===== config.mk =====
export PLATFORM = sky130hd
export DESIGN_NAME = rtu_timer
export DESIGN_NICKNAME = d
export VERILOG_FILES = /design/src/rtu_pkg.sv /design/src/rtu_cnt_if.sv /design/src/rtu_clk_div.sv /design/src/rtu_counter.sv /design/src/rtu_timer.sv
export SDC_FILE = /design/constraint.sdc
export NUM_CORES = 1
export LEC_CHECK = 0
export BUFFER_PORTS_ARGS = -buffer_cell sky130_fd_sc_hd__buf_4
export CAP_MARGIN = 0
export CORE_MARGIN = 5
export CORE_UTILIZATION = 40
export DETAILED_ROUTE_END_ITERATION = 8
export PLACE_DENSITY_LB_ADDON = 0.25
export SYNTH_ARGS = -nofsm -noshare
export SYNTH_HDL_FRONTEND = slang
export SYNTH_SLANG_ARGS = --single-unit

===== constraint.sdc =====
create_clock -name i_ref_clk -period 3.3 [get_ports i_ref_clk]
set_input_delay 0.33 -clock i_ref_clk [delete_from_list [all_inputs] [get_ports i_ref_clk]]
set_output_delay 0.33 -clock i_ref_clk [all_outputs]
set_load 0.02 [all_outputs]

===== src/rtu_pkg.sv =====
// Package: register map, field layout, reset values and clock figures
package rtu_pkg;

  // ***************************************************************
  // Register indices (byte address is four times the index)
  // ***************************************************************
  localparam logic [7:0] IDX_MODE_PRESC_HIGH = 8'h2a;
  localparam logic [7:0] IDX_PRESC_LOW = 8'h2b;
  localparam logic [7:0] IDX_RELOAD_HIGH = 8'h2c;
  localparam logic [7:0] IDX_RELOAD_LOW = 8'h2d;
  localparam logic [7:0] IDX_COUNT_HIGH = 8'h2e;
  localparam logic [7:0] IDX_COUNT_LOW = 8'h2f;
  localparam logic [7:0] IDX_CONTROL = 8'h30;
  localparam logic [7:0] IDX_IRQ_STATUS = 8'h31;
  localparam logic [7:0] IDX_IRQ_MASK = 8'h32;

  localparam int ADDR_W = 10;
  localparam int IRQ_W = 2;

  // ***************************************************************
  // Field positions
  // ***************************************************************
  localparam int MODE_AUTO_BIT = 7;
  localparam int MODE_RESTART_BIT = 4;
  localparam int MODE_PRESC_MSB = 3;
  localparam int CTRL_START_BIT = 0;
  localparam int CTRL_STOP_BIT = 1;
  localparam int CTRL_ACTIVE_BIT = 2;
  localparam int IRQ_EXPIRY_BIT = 0;
  localparam int IRQ_START_BIT = 1;

  // ***************************************************************
  // Reset values
  // ***************************************************************
  localparam logic [7:0] RST_MODE = 8'h00;
  localparam logic [11:0] RST_PRESC = 12'h000;
  localparam logic [15:0] RST_RELOAD = 16'h0000;
  localparam logic [IRQ_W-1:0] RST_IRQ_MASK = 2'h0;

  // ***************************************************************
  // Clock figures
  // ***************************************************************
  localparam int REF_HZ = 125000000;
  localparam int XTAL_HZ = 27120000;
  localparam int TIMER_HZ = 13560000;
  localparam int RATE_GCD = 10000;
  localparam int XTAL_STEP = XTAL_HZ / RATE_GCD;
  localparam int XTAL_MOD = REF_HZ / RATE_GCD;

endpackage


===== src/rtu_cnt_if.sv =====
// Interface between register front end and the timer core
`timescale 1ns/1ps
`default_nettype none
interface rtu_cnt_if #(
  parameter int PRESC_W = 12,
  parameter int COUNT_W = 16
);
  logic start;
  logic stop;
  logic auto_restart;
  logic [PRESC_W-1:0] presc_reload;
  logic [COUNT_W-1:0] count_reload;
  logic [COUNT_W-1:0] count;
  logic running;
  logic expire;

  modport ctl (
    output start, stop, auto_restart, presc_reload, count_reload,
    input count, running, expire
  );
  modport core (
    input start, stop, auto_restart, presc_reload, count_reload,
    output count, running, expire
  );
endinterface
`default_nettype wire


===== src/rtu_clk_div.sv =====
// Fractional divider: 27.12 MHz enable, halved into a 13.56 MHz tick
`timescale 1ns/1ps
`default_nettype none
module rtu_clk_div (
  input wire logic i_ref_clk,
  input wire logic i_rst_b,
  output logic o_tick
);
  localparam logic [14:0] STEP = 15'(rtu_pkg::XTAL_STEP);
  localparam logic [14:0] MODV = 15'(rtu_pkg::XTAL_MOD);

  logic [14:0] acc;
  logic half;
  wire [14:0] sum = acc + STEP;
  wire xtal_en = (sum >= MODV);
  wire [14:0] next_acc = xtal_en ? (sum - MODV) : sum;

  // Phase accumulator keeps the long-run rate exact; jitter is one
  // reference period, which the timer cannot see
  always_ff @(posedge i_ref_clk or negedge i_rst_b) begin
    if (!i_rst_b) begin
      acc <= 15'h0000;
      half <= 1'b0;
    end else begin
      acc <= next_acc;
      if (xtal_en) begin
        half <= ~half;
      end
    end
  end

  assign o_tick = xtal_en & half;
endmodule
`default_nettype wire


===== src/rtu_counter.sv =====
// Timer core: prescaler stage cascaded into the main down-counter
`timescale 1ns/1ps
`default_nettype none
module rtu_counter #(
  parameter int PRESC_W = 12,
  parameter int COUNT_W = 16
) (
  input wire logic i_ref_clk,
  input wire logic i_rst_b,
  input wire logic i_tick,
  rtu_cnt_if.core cnt
);
  // One step is 2*P+1 ticks, so the stage needs one extra bit
  logic [PRESC_W:0] presc;
  logic [COUNT_W-1:0] count;
  logic running;
  logic expire;

  wire [PRESC_W:0] step_len = {cnt.presc_reload, 1'b0};
  // Reaching zero leaves only the one extra tick before expiry
  wire last_step = (count == COUNT_W'(1));
  wire [PRESC_W:0] load_len = (cnt.count_reload == '0) ? '0 : step_len;
  wire step_done = (presc == '0);
  wire at_zero = (count == '0);
  wire fire = running & i_tick & step_done & at_zero;

  always_ff @(posedge i_ref_clk or negedge i_rst_b) begin
    if (!i_rst_b) begin
      presc <= '0;
      count <= '0;
      running <= 1'b0;
      expire <= 1'b0;
    end else begin
      expire <= fire;
      if (cnt.start) begin
        presc <= load_len;
        count <= cnt.count_reload;
        running <= 1'b1;
      end else if (cnt.stop) begin
        running <= 1'b0;
      end else if (running && i_tick) begin
        if (!step_done) begin
          presc <= presc - 1'b1;
        end else if (!at_zero) begin
          presc <= last_step ? '0 : step_len;
          count <= count - 1'b1;
        end else if (cnt.auto_restart) begin
          presc <= load_len;
          count <= cnt.count_reload;
        end else begin
          running <= 1'b0;
        end
      end
    end
  end

  assign cnt.count = count;
  assign cnt.running = running;
  assign cnt.expire = expire;
endmodule
`default_nettype wire


===== src/rtu_timer.sv =====
// Timer unit top: APB register file, interrupts, auto-start, core
//
// Contract
// - The timer runs from a 13.56 MHz tick made by halving 27.12 MHz.
// - A 12-bit prescaler stage advances the main counter stage.
// - The prescaler reload spans 0..4095, split over two registers.
// - The main reload is 16 bits, 0..65535, in two register bytes.
// - One counter step lasts 2*prescaler+1 input clock periods.
// - The interval is step length times steps from reload, plus one.
// - With auto start set, end of transmission starts the timer.
// - The counter runs down from the reload and its value is readable.
// - Expiry of the down-counter raises the timer interrupt request.
// - The active indication holds from start until stop or expiry; with auto restart set, it stays high through expiry.
//
// The APB register port was decided locally.
`timescale 1ns/1ps
`default_nettype none
module rtu_timer #(
  parameter int PRESC_W = 12,
  parameter int COUNT_W = 16
) (
  input wire logic i_ref_clk,
  input wire logic i_rst_b,
  input wire logic i_psel,
  input wire logic i_penable,
  input wire logic i_pwrite,
  input wire logic [rtu_pkg::ADDR_W-1:0] i_paddr,
  input wire logic [31:0] i_pwdata,
  input wire logic [3:0] i_pstrb,
  output logic [31:0] o_prdata,
  output logic o_pready,
  output logic o_pslverr,
  input wire logic i_tx_end,
  output logic o_expiry_irq,
  output logic o_count_active
);

  // ***************************************************************
  // Stored registers
  // ***************************************************************
  logic auto_start;
  logic auto_restart;
  logic [PRESC_W-1:0] presc_reload;
  logic [COUNT_W-1:0] count_reload;
  logic [rtu_pkg::IRQ_W-1:0] irq_status;
  logic [rtu_pkg::IRQ_W-1:0] irq_mask;
  logic [7:0] count_low_shadow;
  logic [31:0] prdata;
  logic pslverr;
  logic start_pulse;
  logic stop_pulse;

  // ***************************************************************
  // Core and tick divider
  // ***************************************************************
  rtu_cnt_if #(
    .PRESC_W(PRESC_W),
    .COUNT_W(COUNT_W)
  ) cnt_bus ();

  logic tick;

  rtu_clk_div u_div (
    .i_ref_clk(i_ref_clk),
    .i_rst_b(i_rst_b),
    .o_tick(tick)
  );

  rtu_counter #(
    .PRESC_W(PRESC_W),
    .COUNT_W(COUNT_W)
  ) u_core (
    .i_ref_clk(i_ref_clk),
    .i_rst_b(i_rst_b),
    .i_tick(tick),
    .cnt(cnt_bus.core)
  );

  // ***************************************************************
  // APB decode
  // ***************************************************************
  wire [7:0] word_idx = i_paddr[rtu_pkg::ADDR_W-1:2];
  wire setup = i_psel & ~i_penable;
  wire access = i_psel & i_penable;
  wire wr_en = access & i_pwrite & i_pstrb[0];
  wire [7:0] wbyte = i_pwdata[7:0];

  wire sel_mode = (word_idx == rtu_pkg::IDX_MODE_PRESC_HIGH);
  wire sel_presc = (word_idx == rtu_pkg::IDX_PRESC_LOW);
  wire sel_rel_hi = (word_idx == rtu_pkg::IDX_RELOAD_HIGH);
  wire sel_rel_lo = (word_idx == rtu_pkg::IDX_RELOAD_LOW);
  wire sel_cnt_hi = (word_idx == rtu_pkg::IDX_COUNT_HIGH);
  wire sel_cnt_lo = (word_idx == rtu_pkg::IDX_COUNT_LOW);
  wire sel_ctrl = (word_idx == rtu_pkg::IDX_CONTROL);
  wire sel_stat = (word_idx == rtu_pkg::IDX_IRQ_STATUS);
  wire sel_mask = (word_idx == rtu_pkg::IDX_IRQ_MASK);
  wire mapped = (sel_mode | sel_presc | sel_rel_hi | sel_rel_lo |
                 sel_cnt_hi | sel_cnt_lo | sel_ctrl | sel_stat |
                 sel_mask) & (i_paddr[1:0] == 2'h0);

  // ***************************************************************
  // Read data selection
  // ***************************************************************
  wire [7:0] rd_mode = {auto_start, 2'h0, auto_restart,
                        presc_reload[PRESC_W-1:8]};
  wire [7:0] rd_ctrl = {5'h00, cnt_bus.running, 2'h0};
  wire [7:0] rd_byte =
    sel_mode ? rd_mode :
    sel_presc ? presc_reload[7:0] :
    sel_rel_hi ? count_reload[15:8] :
    sel_rel_lo ? count_reload[7:0] :
    sel_cnt_hi ? cnt_bus.count[15:8] :
    sel_cnt_lo ? count_low_shadow :
    sel_ctrl ? rd_ctrl :
    sel_stat ? {6'h00, irq_status} :
    sel_mask ? {6'h00, irq_mask} :
    8'h00;

  // Read data is latched in the setup phase, so no wait state is needed
  always_ff @(posedge i_ref_clk or negedge i_rst_b) begin
    if (!i_rst_b) begin
      prdata <= 32'h00000000;
      pslverr <= 1'b0;
    end else if (setup) begin
      prdata <= {24'h000000, rd_byte};
      pslverr <= ~mapped;
    end
  end

  assign o_pready = 1'b1;
  assign o_prdata = prdata;
  assign o_pslverr = pslverr & access;

  // ***************************************************************
  // Count read snapshot
  // ***************************************************************
  // The low byte follows the count and holds only while a low-byte
  // read is selected, so a high-then-low read pair can tear across a borrow
  wire rd_cnt_hi = setup & ~i_pwrite & sel_cnt_hi;

  always_ff @(posedge i_ref_clk or negedge i_rst_b) begin
    if (!i_rst_b) begin
      count_low_shadow <= 8'h00;
    end else if (rd_cnt_hi) begin
      count_low_shadow <= cnt_bus.count[7:0];
    end else if (!(i_psel & sel_cnt_lo)) begin
      count_low_shadow <= cnt_bus.count[7:0];
    end
  end

  // ***************************************************************
  // Configuration writes
  // ***************************************************************
  wire wr_mode = wr_en & sel_mode & (i_paddr[1:0] == 2'h0);
  wire wr_presc = wr_en & sel_presc & (i_paddr[1:0] == 2'h0);
  wire wr_rel_hi = wr_en & sel_rel_hi & (i_paddr[1:0] == 2'h0);
  wire wr_rel_lo = wr_en & sel_rel_lo & (i_paddr[1:0] == 2'h0);
  wire wr_ctrl = wr_en & sel_ctrl & (i_paddr[1:0] == 2'h0);
  wire wr_stat = wr_en & sel_stat & (i_paddr[1:0] == 2'h0);
  wire wr_mask = wr_en & sel_mask & (i_paddr[1:0] == 2'h0);

  always_ff @(posedge i_ref_clk or negedge i_rst_b) begin
    if (!i_rst_b) begin
      auto_start <= rtu_pkg::RST_MODE[rtu_pkg::MODE_AUTO_BIT];
      auto_restart <= rtu_pkg::RST_MODE[rtu_pkg::MODE_RESTART_BIT];
      presc_reload <= rtu_pkg::RST_PRESC;
    end else if (wr_mode) begin
      auto_start <= wbyte[rtu_pkg::MODE_AUTO_BIT];
      auto_restart <= wbyte[rtu_pkg::MODE_RESTART_BIT];
      presc_reload[PRESC_W-1:8] <= wbyte[rtu_pkg::MODE_PRESC_MSB:0];
    end else if (wr_presc) begin
      presc_reload[7:0] <= wbyte;
    end
  end

  // Loads take effect at the next start; a change mid-count is
  // picked up at the next step (prescaler) or auto restart (count)
  always_ff @(posedge i_ref_clk or negedge i_rst_b) begin
    if (!i_rst_b) begin
      count_reload <= rtu_pkg::RST_RELOAD;
    end else if (wr_rel_hi) begin
      count_reload[15:8] <= wbyte;
    end else if (wr_rel_lo) begin
      count_reload[7:0] <= wbyte;
    end
  end

  // ***************************************************************
  // Start and stop
  // ***************************************************************
  wire host_start = wr_ctrl & wbyte[rtu_pkg::CTRL_START_BIT];
  wire host_stop = wr_ctrl & wbyte[rtu_pkg::CTRL_STOP_BIT];
  wire auto_go = auto_start & i_tx_end;
  wire next_start = host_start | auto_go;
  wire next_stop = host_stop & ~next_start;

  always_ff @(posedge i_ref_clk or negedge i_rst_b) begin
    if (!i_rst_b) begin
      start_pulse <= 1'b0;
      stop_pulse <= 1'b0;
    end else begin
      start_pulse <= next_start;
      stop_pulse <= next_stop;
    end
  end

  assign cnt_bus.start = start_pulse;
  assign cnt_bus.stop = stop_pulse;
  assign cnt_bus.auto_restart = auto_restart;
  assign cnt_bus.presc_reload = presc_reload;
  assign cnt_bus.count_reload = count_reload;

  // ***************************************************************
  // Interrupt status and mask
  // ***************************************************************
  wire [rtu_pkg::IRQ_W-1:0] irq_set = {start_pulse, cnt_bus.expire};
  wire [rtu_pkg::IRQ_W-1:0] irq_clr =
    wr_stat ? wbyte[rtu_pkg::IRQ_W-1:0] : '0;
  // Set wins over a clear in the same cycle
  wire [rtu_pkg::IRQ_W-1:0] next_irq_status =
    (irq_status & ~irq_clr) | irq_set;

  always_ff @(posedge i_ref_clk or negedge i_rst_b) begin
    if (!i_rst_b) begin
      irq_status <= '0;
      irq_mask <= rtu_pkg::RST_IRQ_MASK;
    end else begin
      irq_status <= next_irq_status;
      if (wr_mask) begin
        irq_mask <= wbyte[rtu_pkg::IRQ_W-1:0];
      end
    end
  end

  assign o_expiry_irq = |(irq_status & irq_mask);
  assign o_count_active = cnt_bus.running;

endmodule
`default_nettype wire


* After elaboration in Yosys (flattened, before gate mapping)
Cells that the tools add are included.
** Storage, ports and cells
- Input port bits :: 52
- Logic and storage cells :: 139
- Output and inout bits :: 36
- Bits in registers :: 100
** Operators by class
- Reductions and logical operators :: 16
- Add/sub/neg operators :: 4
- Equality and inequality tests :: 15
- Bitwise operators :: 51
- $lt $le $gt $ge :: 1
- Muxes and demuxes :: 33
** Operators by type and width (count)
- two-way mux 13 bit :: 8
- two-way mux 16 bit :: 6
- equality test 8 x 6 -> 1 bit, second input constant :: 9
- two-way mux 8 bit :: 8
- zero test 16 bit :: 2
- bitwise AND 1 bit :: 31
- equality test 16 x 1 -> 1 bit, second input constant :: 1
- subtractor 16 x 1 -> 16 bit, second input constant :: 1
- adder 15 x 12 -> 15 bit, second input constant :: 1
- greater-or-equal comparator 15 x 14 -> 1 bit, second input constant :: 1
- two-way mux 15 bit :: 1
- subtractor 15 x 14 -> 15 bit, second input constant :: 1
- zero test 13 bit :: 1
- subtractor 13 x 1 -> 13 bit, second input constant :: 1
- bitwise OR 1 bit :: 9
- nonzero test 3 bit :: 3
- AND reduction 4 bit :: 2
- NOT 1 bit :: 7
- two-way mux 1 bit :: 6
- two-way mux 2 bit :: 3
- bitwise AND 2 bit :: 2
- != test 2 bit, second input constant :: 2
- != test 4 bit, second input constant :: 1
- AND reduction 2 bit :: 2
- 10 further kinds :: 11

* Logic depth before layout (Yosys ltp)
Gate-level depths: netlist of run 1.
- Depth in word-level cells :: 11
- Gate-level depth with buffers :: 11
- Gate-level depth less buffers :: 9

* Hierarchy
From an unflattened synthesis of run 1, not the netlist that was laid out.
** Second synthesis, totals
- Cells, all modules :: 671
- Area, all modules :: 6557.5 µm²
** By module, submodules not included
- rtu_timer :: times used 1, cells an instance 256, seq. area each 1326.3 µm², area each 2885.3 µm²
- rtu_counter :: times used 1, cells an instance 263, seq. area each 775.7 µm², area each 2210.9 µm²
- rtu_clk_div :: times used 1, cells an instance 152, seq. area each 350.3 µm², area each 1461.4 µm²

* Least setup slack after synthesis of run 1
Ideal clock, no wire load.
- Kind :: register to register
- Start :: register u_div.acc[3]
- End :: register u_core.count[14], in the netlist u_core.cnt.count[14]
- Cell stages (with the launch flop) :: 12
- Arrival time :: 2.775 ns
- Data required time :: 3.179 ns
- Buffers on the path :: 2
- Path slack :: 0.404 ns
- Setup time :: 0.121 ns
- Period minus slack after synthesis :: 2.896 ns
- Cell sequence :: dfrtp_1 -> inv_1 -> ha_1 -> buf_4 -> or3b_1 -> a211oi_2 -> o32a_2 -> o311ai_4 -> a2111oi_4 -> buf_6 -> o22ai_1 -> o2bb2ai_2
** Between the ends
- Word-level cells in the longest chain between the ends :: 6
** Ends and longest elaborated chain
- from (decl) :: RTL line rtu_clk_div.sv:12 : logic [14:0] acc;
- from (signal assigned) :: RTL line rtu_clk_div.sv:25 : acc <= next_acc;
- adder 15 x 12 -> 15 bit :: RTL line rtu_clk_div.sv:14 : wire [14:0] sum = acc + STEP;
- greater-or-equal comparator 15 x 14 -> 1 bit :: RTL line rtu_clk_div.sv:15 : wire xtal_en = (sum >= MODV);
- bitwise AND 1 bit :: RTL line rtu_clk_div.sv:32 : assign o_tick = xtal_en & half;
- logical AND 1 bit :: RTL line rtu_counter.sv:41 : end else if (running && i_tick) begin
- nonzero test 2 bit (no source line)
- AND reduction 4 bit (no source line)
- to (signal assigned) :: RTL line rtu_counter.sv:37 : count <= cnt.count_reload;
- to (signal assigned) :: RTL line rtu_counter.sv:46 : count <= count - 1'b1;
- to (signal assigned) :: RTL line rtu_counter.sv:49 : count <= cnt.count_reload;
- to (decl) :: RTL line rtu_counter.sv:15 : logic [COUNT_W-1:0] count;
No other way between the ends.
A chain may end at the register's enable or synchronous reset.

* Worst setup path after layout of run 1
- Start :: register u_core.count[0], in the netlist u_core.cnt.count[0]
- End :: register u_core.presc[2]
** Between the ends
- Word-level cells in the longest chain between the ends :: 7
- Elaborated cells on any way between the ends :: 10
- Classes of those cells :: eq/ne: 2; mux: 6; reduce/logical: 2
** Ends and longest elaborated chain
- equality test 16 x 1 -> 1 bit :: RTL line rtu_counter.sv:21 : wire last_step = (count == COUNT_W'(1));
- two-way mux 13 bit :: RTL line rtu_counter.sv:45 : presc <= last_step ? '0 : step_len;
- two-way mux 13 bit :: RTL line rtu_counter.sv:44 : end else if (!at_zero) begin
- two-way mux 13 bit :: RTL line rtu_counter.sv:42 : if (!step_done) begin
- two-way mux 13 bit :: RTL line rtu_counter.sv:41
- two-way mux 13 bit :: RTL line rtu_counter.sv:39 : end else if (cnt.stop) begin
- two-way mux 13 bit :: RTL line rtu_counter.sv:35 : if (cnt.start) begin
- to (signal assigned) :: RTL line rtu_counter.sv:36 : presc <= load_len;
- to (signal assigned) :: RTL line rtu_counter.sv:43 : presc <= presc - 1'b1;
- to (signal assigned) :: RTL line rtu_counter.sv:45
- to (decl) :: RTL line rtu_counter.sv:14 : logic [PRESC_W:0] presc;
Parallel ways exist; a longest one is shown, timed or not. The select of a mux whose other input is x is not followed.

==> metrics.md, run 1 <==
| Metric | Value |
|---|---|
| CP Capture Type | `flip-flop` |
| Final Slew Violations | `0` |
| Via count | `4865` |
| Clock Latency Late Sink | `350 ps` |
| Post-synth design cell area | `0.00603 mm²` |
| CTS hold repair buffers | `0` |
| Number of max-cap violations | `0` |
| Row count | `44` |
| Status | `complete, no violations` |
| Pin count of the biggest net entering global routing | `79` |
| Area growth from synthesis to final layout | `11.3%` |
| Worst-path cell chain | `inv_1, ha_1, inv_1, or4b_2, nor4_1, nand2b_1, o211a_1, mux2_2` |
| Root Driver | `clkbuf_16` |
| Sum Neg Setup Slack | `0 ps` |
| Mapped Cells | `612` |
| ANT cells | `0` |
| Startpoint type of the worst setup path | `flip-flop` |
| CTS tree | `done` |
| Core box area | `0.0146 mm²` |
| GRT Residual Overflow | `0` |
| Max Clock Freq | `322 MHz` |
| 1st-iter DRT viols | `507` |
| Die area | `0.0176 mm²` |
| Final Cycle Share | `94.1%` |
| Final wirelength | `15600 µm` |
| H-tree Lvls | `3` |
| Power density over cell area | `361 mW/mm²` |
| Yosys warns | `0` |
| Initial antenna violation count | `0` |
| Placer congestion estimate | `0.868` |
| Fin nets | `702` |
| WL/cell | `18.8 µm` |
| PortBufs | `35` |
| Multi-input gate area | `0.00328 mm²` |
| Register area | `0.00245 mm²` |
| Pre-antenna DRT Iters | `6` |
| TritonCTS Buffers | `9` |
| Yosys cell types | `79` |
| Most common cell after layout, fill and taps aside | `dfrtp_1` |
| Clock sinks | `98` |
| Data required, critical path | `3540 ps` |
| Final Hold Viols | `0` |
| HPWL Detailed | `11400 µm` |
| Clk slew on worst S/H paths | `70 ps` |
| Critical path class | `reg -> reg` |
| Die width | `133 µm` |
| Setup-failing EPs final | `0` |
| CP Data Arrival Time | `3350 ps` |
| Worst path slowest cell | `or4b_2` |
| Vias in the first global route | `4665` |
| Ports | `88` |
| Fill cells | `1359` |
| Worst-margin pin slew | `1020 ps` |
| Ys flop type | `dfrtp_1` |
| Commonest cells after routing, fill and taps aside | `98 x dfrtp_1, 53 x nand2_1, 48 x buf_4` |
| Unrepaired setup endpoints after global routing | `false` |
| Most used cell, CP | `inv_1` |
| Placed cell count | `815` |
| Leak | `2.97 nW` |
| Worst-path maximum fanout | `15` |
| First-pass GRT wire length | `25900 µm` |
| Syn avg cell area | `9.85 µm²` |
| Resized cells post-CTS | `0` |
| Via/cell ratio | `5.85` |
| Sequential share of the synthesized area | `40.7%` |
| Die height | `133 µm` |
| Finished Layout Cells | `831` |
| Post-CTS setup buffers | `0` |
| WHS | `137 ps` |
| Worst VDD drop | `0.276 mV` |
| Proportion of layout cells with a drive suffix above 1 | `22.1%` |
| EDFF count, synth | `0` |
| Async SR Flop Fraction | `100%` |
| DRC | `0` |
| Max incr delay on CP | `670 ps` |
| Clock skew | `7.80 ps` |
| CTS max path bufs | `2` |
| Final min period | `3100 ps` |
| Gr usage total | `18.2%` |
| Flops & latches, synth | `98` |
| Antenna Violating Nets Remaining | `0` |
| R2r setup slk | `200 ps` |
| Initial Utilization | `41.2%` |
| Headroom to the max-slew limit | `32.1%` |
| Worst Hold Class | `in -> async` |
cell type report:
class,count,share of cell area [%]
clock buffers,10,3.41
clock inverters,6,0.989
inverters,19,1.06
multi-input cells,465,48.9
flip-flops and latches,98,36.6
well taps,184,3.43
repair buffers,49,5.67
per-layer routing:
metal	routed length [µm]	vias up	GRT usage [%]
met5	0	-	0
met4	229	0	4.79
li1	-	2279	-
met2	7360	150	28.2
met3	721	17	3.64
met1	7300	2419	26.0
state kept, by name (all words and copies together), names as in the netlist, 2 cells and up:
| register | cells |
|---|---|
| o_prdata | 8 |
| u_core.presc | 13 |
| irq_mask | 2 |
| cnt_bus.presc_reload | 12 |
| irq_status | 2 |
| u_core.cnt.count | 16 |
| u_div.acc | 13 |
| cnt_bus.count_reload | 16 |
| count_low_shadow | 8 |
report_power, final:
part	internal (W)	total, W	switching (W)	leakage (nW)
Sequential	0.00120	0.00121	0.00000386	1.33
Clock	0.000591	0.00107	0.000480	0.147
Combinational	0.0000414	0.000144	0.000103	1.49
Total	0.00184	0.00242	0.000587	2.97
path summary, 6_finish.rpt:
path,from,endpoint,cells after the start
hold / removal,i_rst_b,u_div.acc[14],1
max in group asynchronous,i_rst_b,u_core.cnt.count[12],2
min in group i_ref_clk,i_tx_end,cnt_bus.start,2
hold reg to reg,u_core.cnt.expire,irq_status[0],1
setup reg to reg,u_core.cnt.count[0],u_core.presc[2],8
setup / recovery,u_core.cnt.count[0],u_core.presc[2],8
synthesized netlist by cell type, types with 8 or more instances:
library cell  count  area (µm²)
a21oi_1          30         150
a22oi_1          11        82.6
and2_1            8        50.1
buf_2             9        45.0
buf_4            28         210
clkbuf_1         10        37.5
dfrtp_1          98        2450
ha_1              8         100
inv_1            18        67.6
mux2_2           41         462
nand2_1          53         199
nand3_1          11        55.1
nor2_1           37         139
nor2b_1          10        62.6
nor3_1           18        90.1
nor4_1           11        68.8
o21ai_0          34         170
o21ai_1          10        50.1
o22ai_1          11        68.8
o2bb2ai_2         8         120
or3_1             8        50.1
xnor2_1          13         114
critical path: cells and delay by family, from the launching register on:
kind / cells / cell delay, ps
buffers and inverters: 2 / 280
DFF: 1 / 440
AOI/OAI and AO/OA: 1 / 410
muxes: 1 / 380
and+or+nand+nor: 3 / 1230
adders and majority gates: 1 / 260
kinds of logic after synthesis:
group | synth area share, %
and+or+nand+nor | 17.7
xor gates and xnor gates | 2.74
DFF | 40.7
buffers and inverters | 6.66
AOI/OAI and AO/OA | 19.4
other | 0.125
adders and majority gates | 1.66
muxes | 11.0
through the flow:
step | utilization [%] | area [µm²] | total power [W] | setup WS [ps]
after global routing | 45.8 | 6710 | 0.00251 | 44.6
after detailed placement | 43.8 | 6410 | 0.00138 | 155
final | 45.8 | 6710 | 0.00242 | 196
after CTS | 45.8 | 6700 | 0.00244 | 112
after floorplan | - | 6110 | 0.00133 | 404
after global placement | 43.8 | 6410 | 0.00137 | 263
(Power assumes the default switching activity.)
==> run 2: changes to the inputs <==
--- a/config.mk
+++ b/config.mk
@@ -11,6 +11,7 @@
 export CORE_UTILIZATION = 40
 export DETAILED_ROUTE_END_ITERATION = 8
 export PLACE_DENSITY_LB_ADDON = 0.25
+export SLEW_MARGIN = 5
 export SYNTH_ARGS = -nofsm -noshare
 export SYNTH_HDL_FRONTEND = slang
 export SYNTH_SLANG_ARGS = --single-unit
==> constraint.sdc (replaced) <==
create_clock -name i_ref_clk -period 3.4 [get_ports i_ref_clk]
set_input_delay 0.34 -clock i_ref_clk [delete_from_list [all_inputs] [get_ports i_ref_clk]]
set_output_delay 0.34 -clock i_ref_clk [all_outputs]
set_load 0.02 [all_outputs]
==> run 2 against run 1 <==
Compared with the run above:
- count of clock-buffer cells in the layout is the same
- final cell count grew 0.12%
- critical path depth grew 3
- sequential power shrank 3%
- power grew 1.5%
- first-iteration DRC count shrank 32%
- sequential share of layout area shrank 0.24 points
- combinational power is essentially flat
- fmax shrank 0.52%
- register-to-register slack gained 80 ps
- clock skew grew 1.6 ps
- sequential cell count is the same
- largest cell class unchanged
- largest power group unchanged
==> metrics.md, run 2 (same netlist as run 1, synthesis figures left out) <==
| Metric | Value |
|---|---|
| Post-route cell area | `0.00675 mm²` |
| Most common cell after layout, fill and taps aside | `dfrtp_1` |
| Die width | `133 µm` |
| Via count | `4820` |
| CTS hold repair buffers | `0` |
| Clock Latency Late Sink | `350 ps` |
| Leak | `2.99 nW` |
| Die area | `0.0176 mm²` |
| Vias in the first global route | `4720` |
| Max Clock Freq | `321 MHz` |
| Clock skew | `9.44 ps` |
| Number of max-cap violations | `0` |
| Status | `complete, no violations` |
| PortBufs | `35` |
| Worst Hold Class | `in -> async` |
| Initial antenna violation count | `0` |
| Post-CTS setup buffers | `0` |
| HPWL Detailed | `11400 µm` |
| Power density over cell area | `365 mW/mm²` |
| 1st-iter DRT viols | `343` |
| CTS max path bufs | `2` |
| H-tree Lvls | `3` |
| Setup-failing EPs final | `0` |
| Critical path class | `reg -> reg` |
| Proportion of layout cells with a drive suffix above 1 | `22.2%` |
| Cell family with most CP delay | `compound AO/OA/AOI/OAI gates` |
| Stages on worst setup path | `11` |
| Data required, critical path | `3660 ps` |
| WL/cell | `18.5 µm` |
| Resized cells post-CTS | `0` |
| Antenna Violating Nets Remaining | `0` |
| Worst setup path startpoint | `u_div.acc[4]` |
| Worst path slowest cell | `dfrtp_1` |
| Pin count of the biggest net entering global routing | `72` |
| Via/cell ratio | `5.79` |
| Final Hold Viols | `0` |
| Pre-antenna DRT Iters | `6` |
| Commonest cells after routing, fill and taps aside | `98 x dfrtp_1, 53 x nand2_1, 49 x buf_4` |
| Headroom to the max-slew limit | `38.5%` |
| Grt peak-use layer | `met2` |
| Core box area | `0.0146 mm²` |
| Area growth from synthesis to final layout | `12.0%` |
| Row count | `44` |
| Max incr delay on CP | `440 ps` |
| Final min period | `3120 ps` |
| Crit path buf inv count | `3` |
| Initial Utilization | `41.2%` |
| R2r setup slk | `280 ps` |
| Regs by FF count | `cnt_bus.count_reload x16, u_core.cnt.count x16` |
| Total Power | `0.00246 W` |
| Grt met3 use | `2.92%` |
| DRC | `0` |
| TritonCTS Buffers | `9` |
| Unrepaired setup endpoints after global routing | `false` |
| Worst-margin pin slew | `923 ps` |
| GRT Residual Overflow | `0` |
| Fill cells | `1361` |
| Clk slew on worst S/H paths | `70 ps` |
| Worst-path cell chain | `inv_1, ha_1, or3b_1, a211oi_2, o32a_2, o311ai_4, a2111oi_4, buf_12, nor2_4, buf_4, o2bb2ai_1` |
| CP Capture Type | `flip-flop` |
| Worst setup endpoint | `u_core.cnt.count[3]` |
| Ports | `88` |
| Root Driver | `clkbuf_16` |
| First-pass GRT wire length | `25400 µm` |
| Gr usage total | `17.7%` |
| Met2 Use GR | `27.5%` |
| Clock sinks | `98` |
| CTS tree | `done` |
| Final Cycle Share | `91.8%` |
| Final wirelength | `15400 µm` |
| Placement Cell Area | `0.00641 mm²` |
| R2R cell count | `11` |
| Fin nets | `703` |
| Startpoint type of the worst setup path | `flip-flop` |
| Final Slew Violations | `0` |
| Met1 Track Usage GR | `24.8%` |
| Worst-path maximum fanout | `18` |
| CP Data Arrival Time | `3380 ps` |
| ANT cells | `0` |
| Sum Neg Setup Slack | `0 ps` |
| Placer congestion estimate | `0.859` |
| Reg2reg start | `u_div.acc[4]` |
| Worst VDD drop | `0.208 mV` |
| Die height | `133 µm` |
| Reg2reg end | `u_core.cnt.count[3]` |
-- run 2: through the flow --
step | hold slack, ps | setup WS, ps | utilization [%] | instances
finish | 122 | 280 | 46.1 | 832
CTS | 165 | 296 | 46.1 | 832
global route | 198 | 97.2 | 46.1 | 832
floorplan | 44.4 | 504 | - | 635
detailed placement | 413 | 325 | 43.8 | 816
global placement | 413 | 379 | 43.8 | 816
-- run 2: area by class of cell --
| class | instances | area [µm²] | share of cell area [%] |
|---|---|---|---|
| Clock buffer | 10 | 239 | 3.54 |
| Clock inverter | 6 | 96.3 | 1.43 |
| Inverter | 19 | 71.3 | 1.06 |
| Multi-Input combinational cell | 465 | 3270 | 48.5 |
| Sequential cell | 98 | 2450 | 36.3 |
| Tap cell | 184 | 230 | 3.41 |
| Timing Repair Buffer | 50 | 388 | 5.75 |
-- run 2: power breakdown --
| part | switching (W) | internal [W] |
|---|---|---|
| logic | 0.0000991 | 0.0000415 |
| registers | 0.00000363 | 0.00117 |
| clock network | 0.000474 | 0.000674 |
| total | 0.000576 | 0.00188 |
-- run 2: how the worst min path moves through the flow --
stage | cells past startpoint | to | start | slack, ps
2_1_floorplan | 0 | auto_restart | i_rst_b | 40
3_3_place_gp | 1 | irq_status[0] | u_core.cnt.expire | 410
3_5_place_dp | 1 | irq_status[0] | u_core.cnt.expire | 410
4_1_cts | 1 | u_div.acc[11] | i_rst_b | 160
5_1_grt | 1 | u_div.acc[10] | i_rst_b | 200
6_report | 1 | u_div.acc[10] | i_rst_b | 120
-- run 2: metal layers --
| metal | part of all wire [%] | vias to the layer above |
|---|---|---|
| met5 | 0 | - |
| met4 | 2.1 | 0 |
| met3 | 4.7 | 19 |
| met2 | 47 | 129 |
| met1 | 47 | 2391 |
| li1 | - | 2281 |
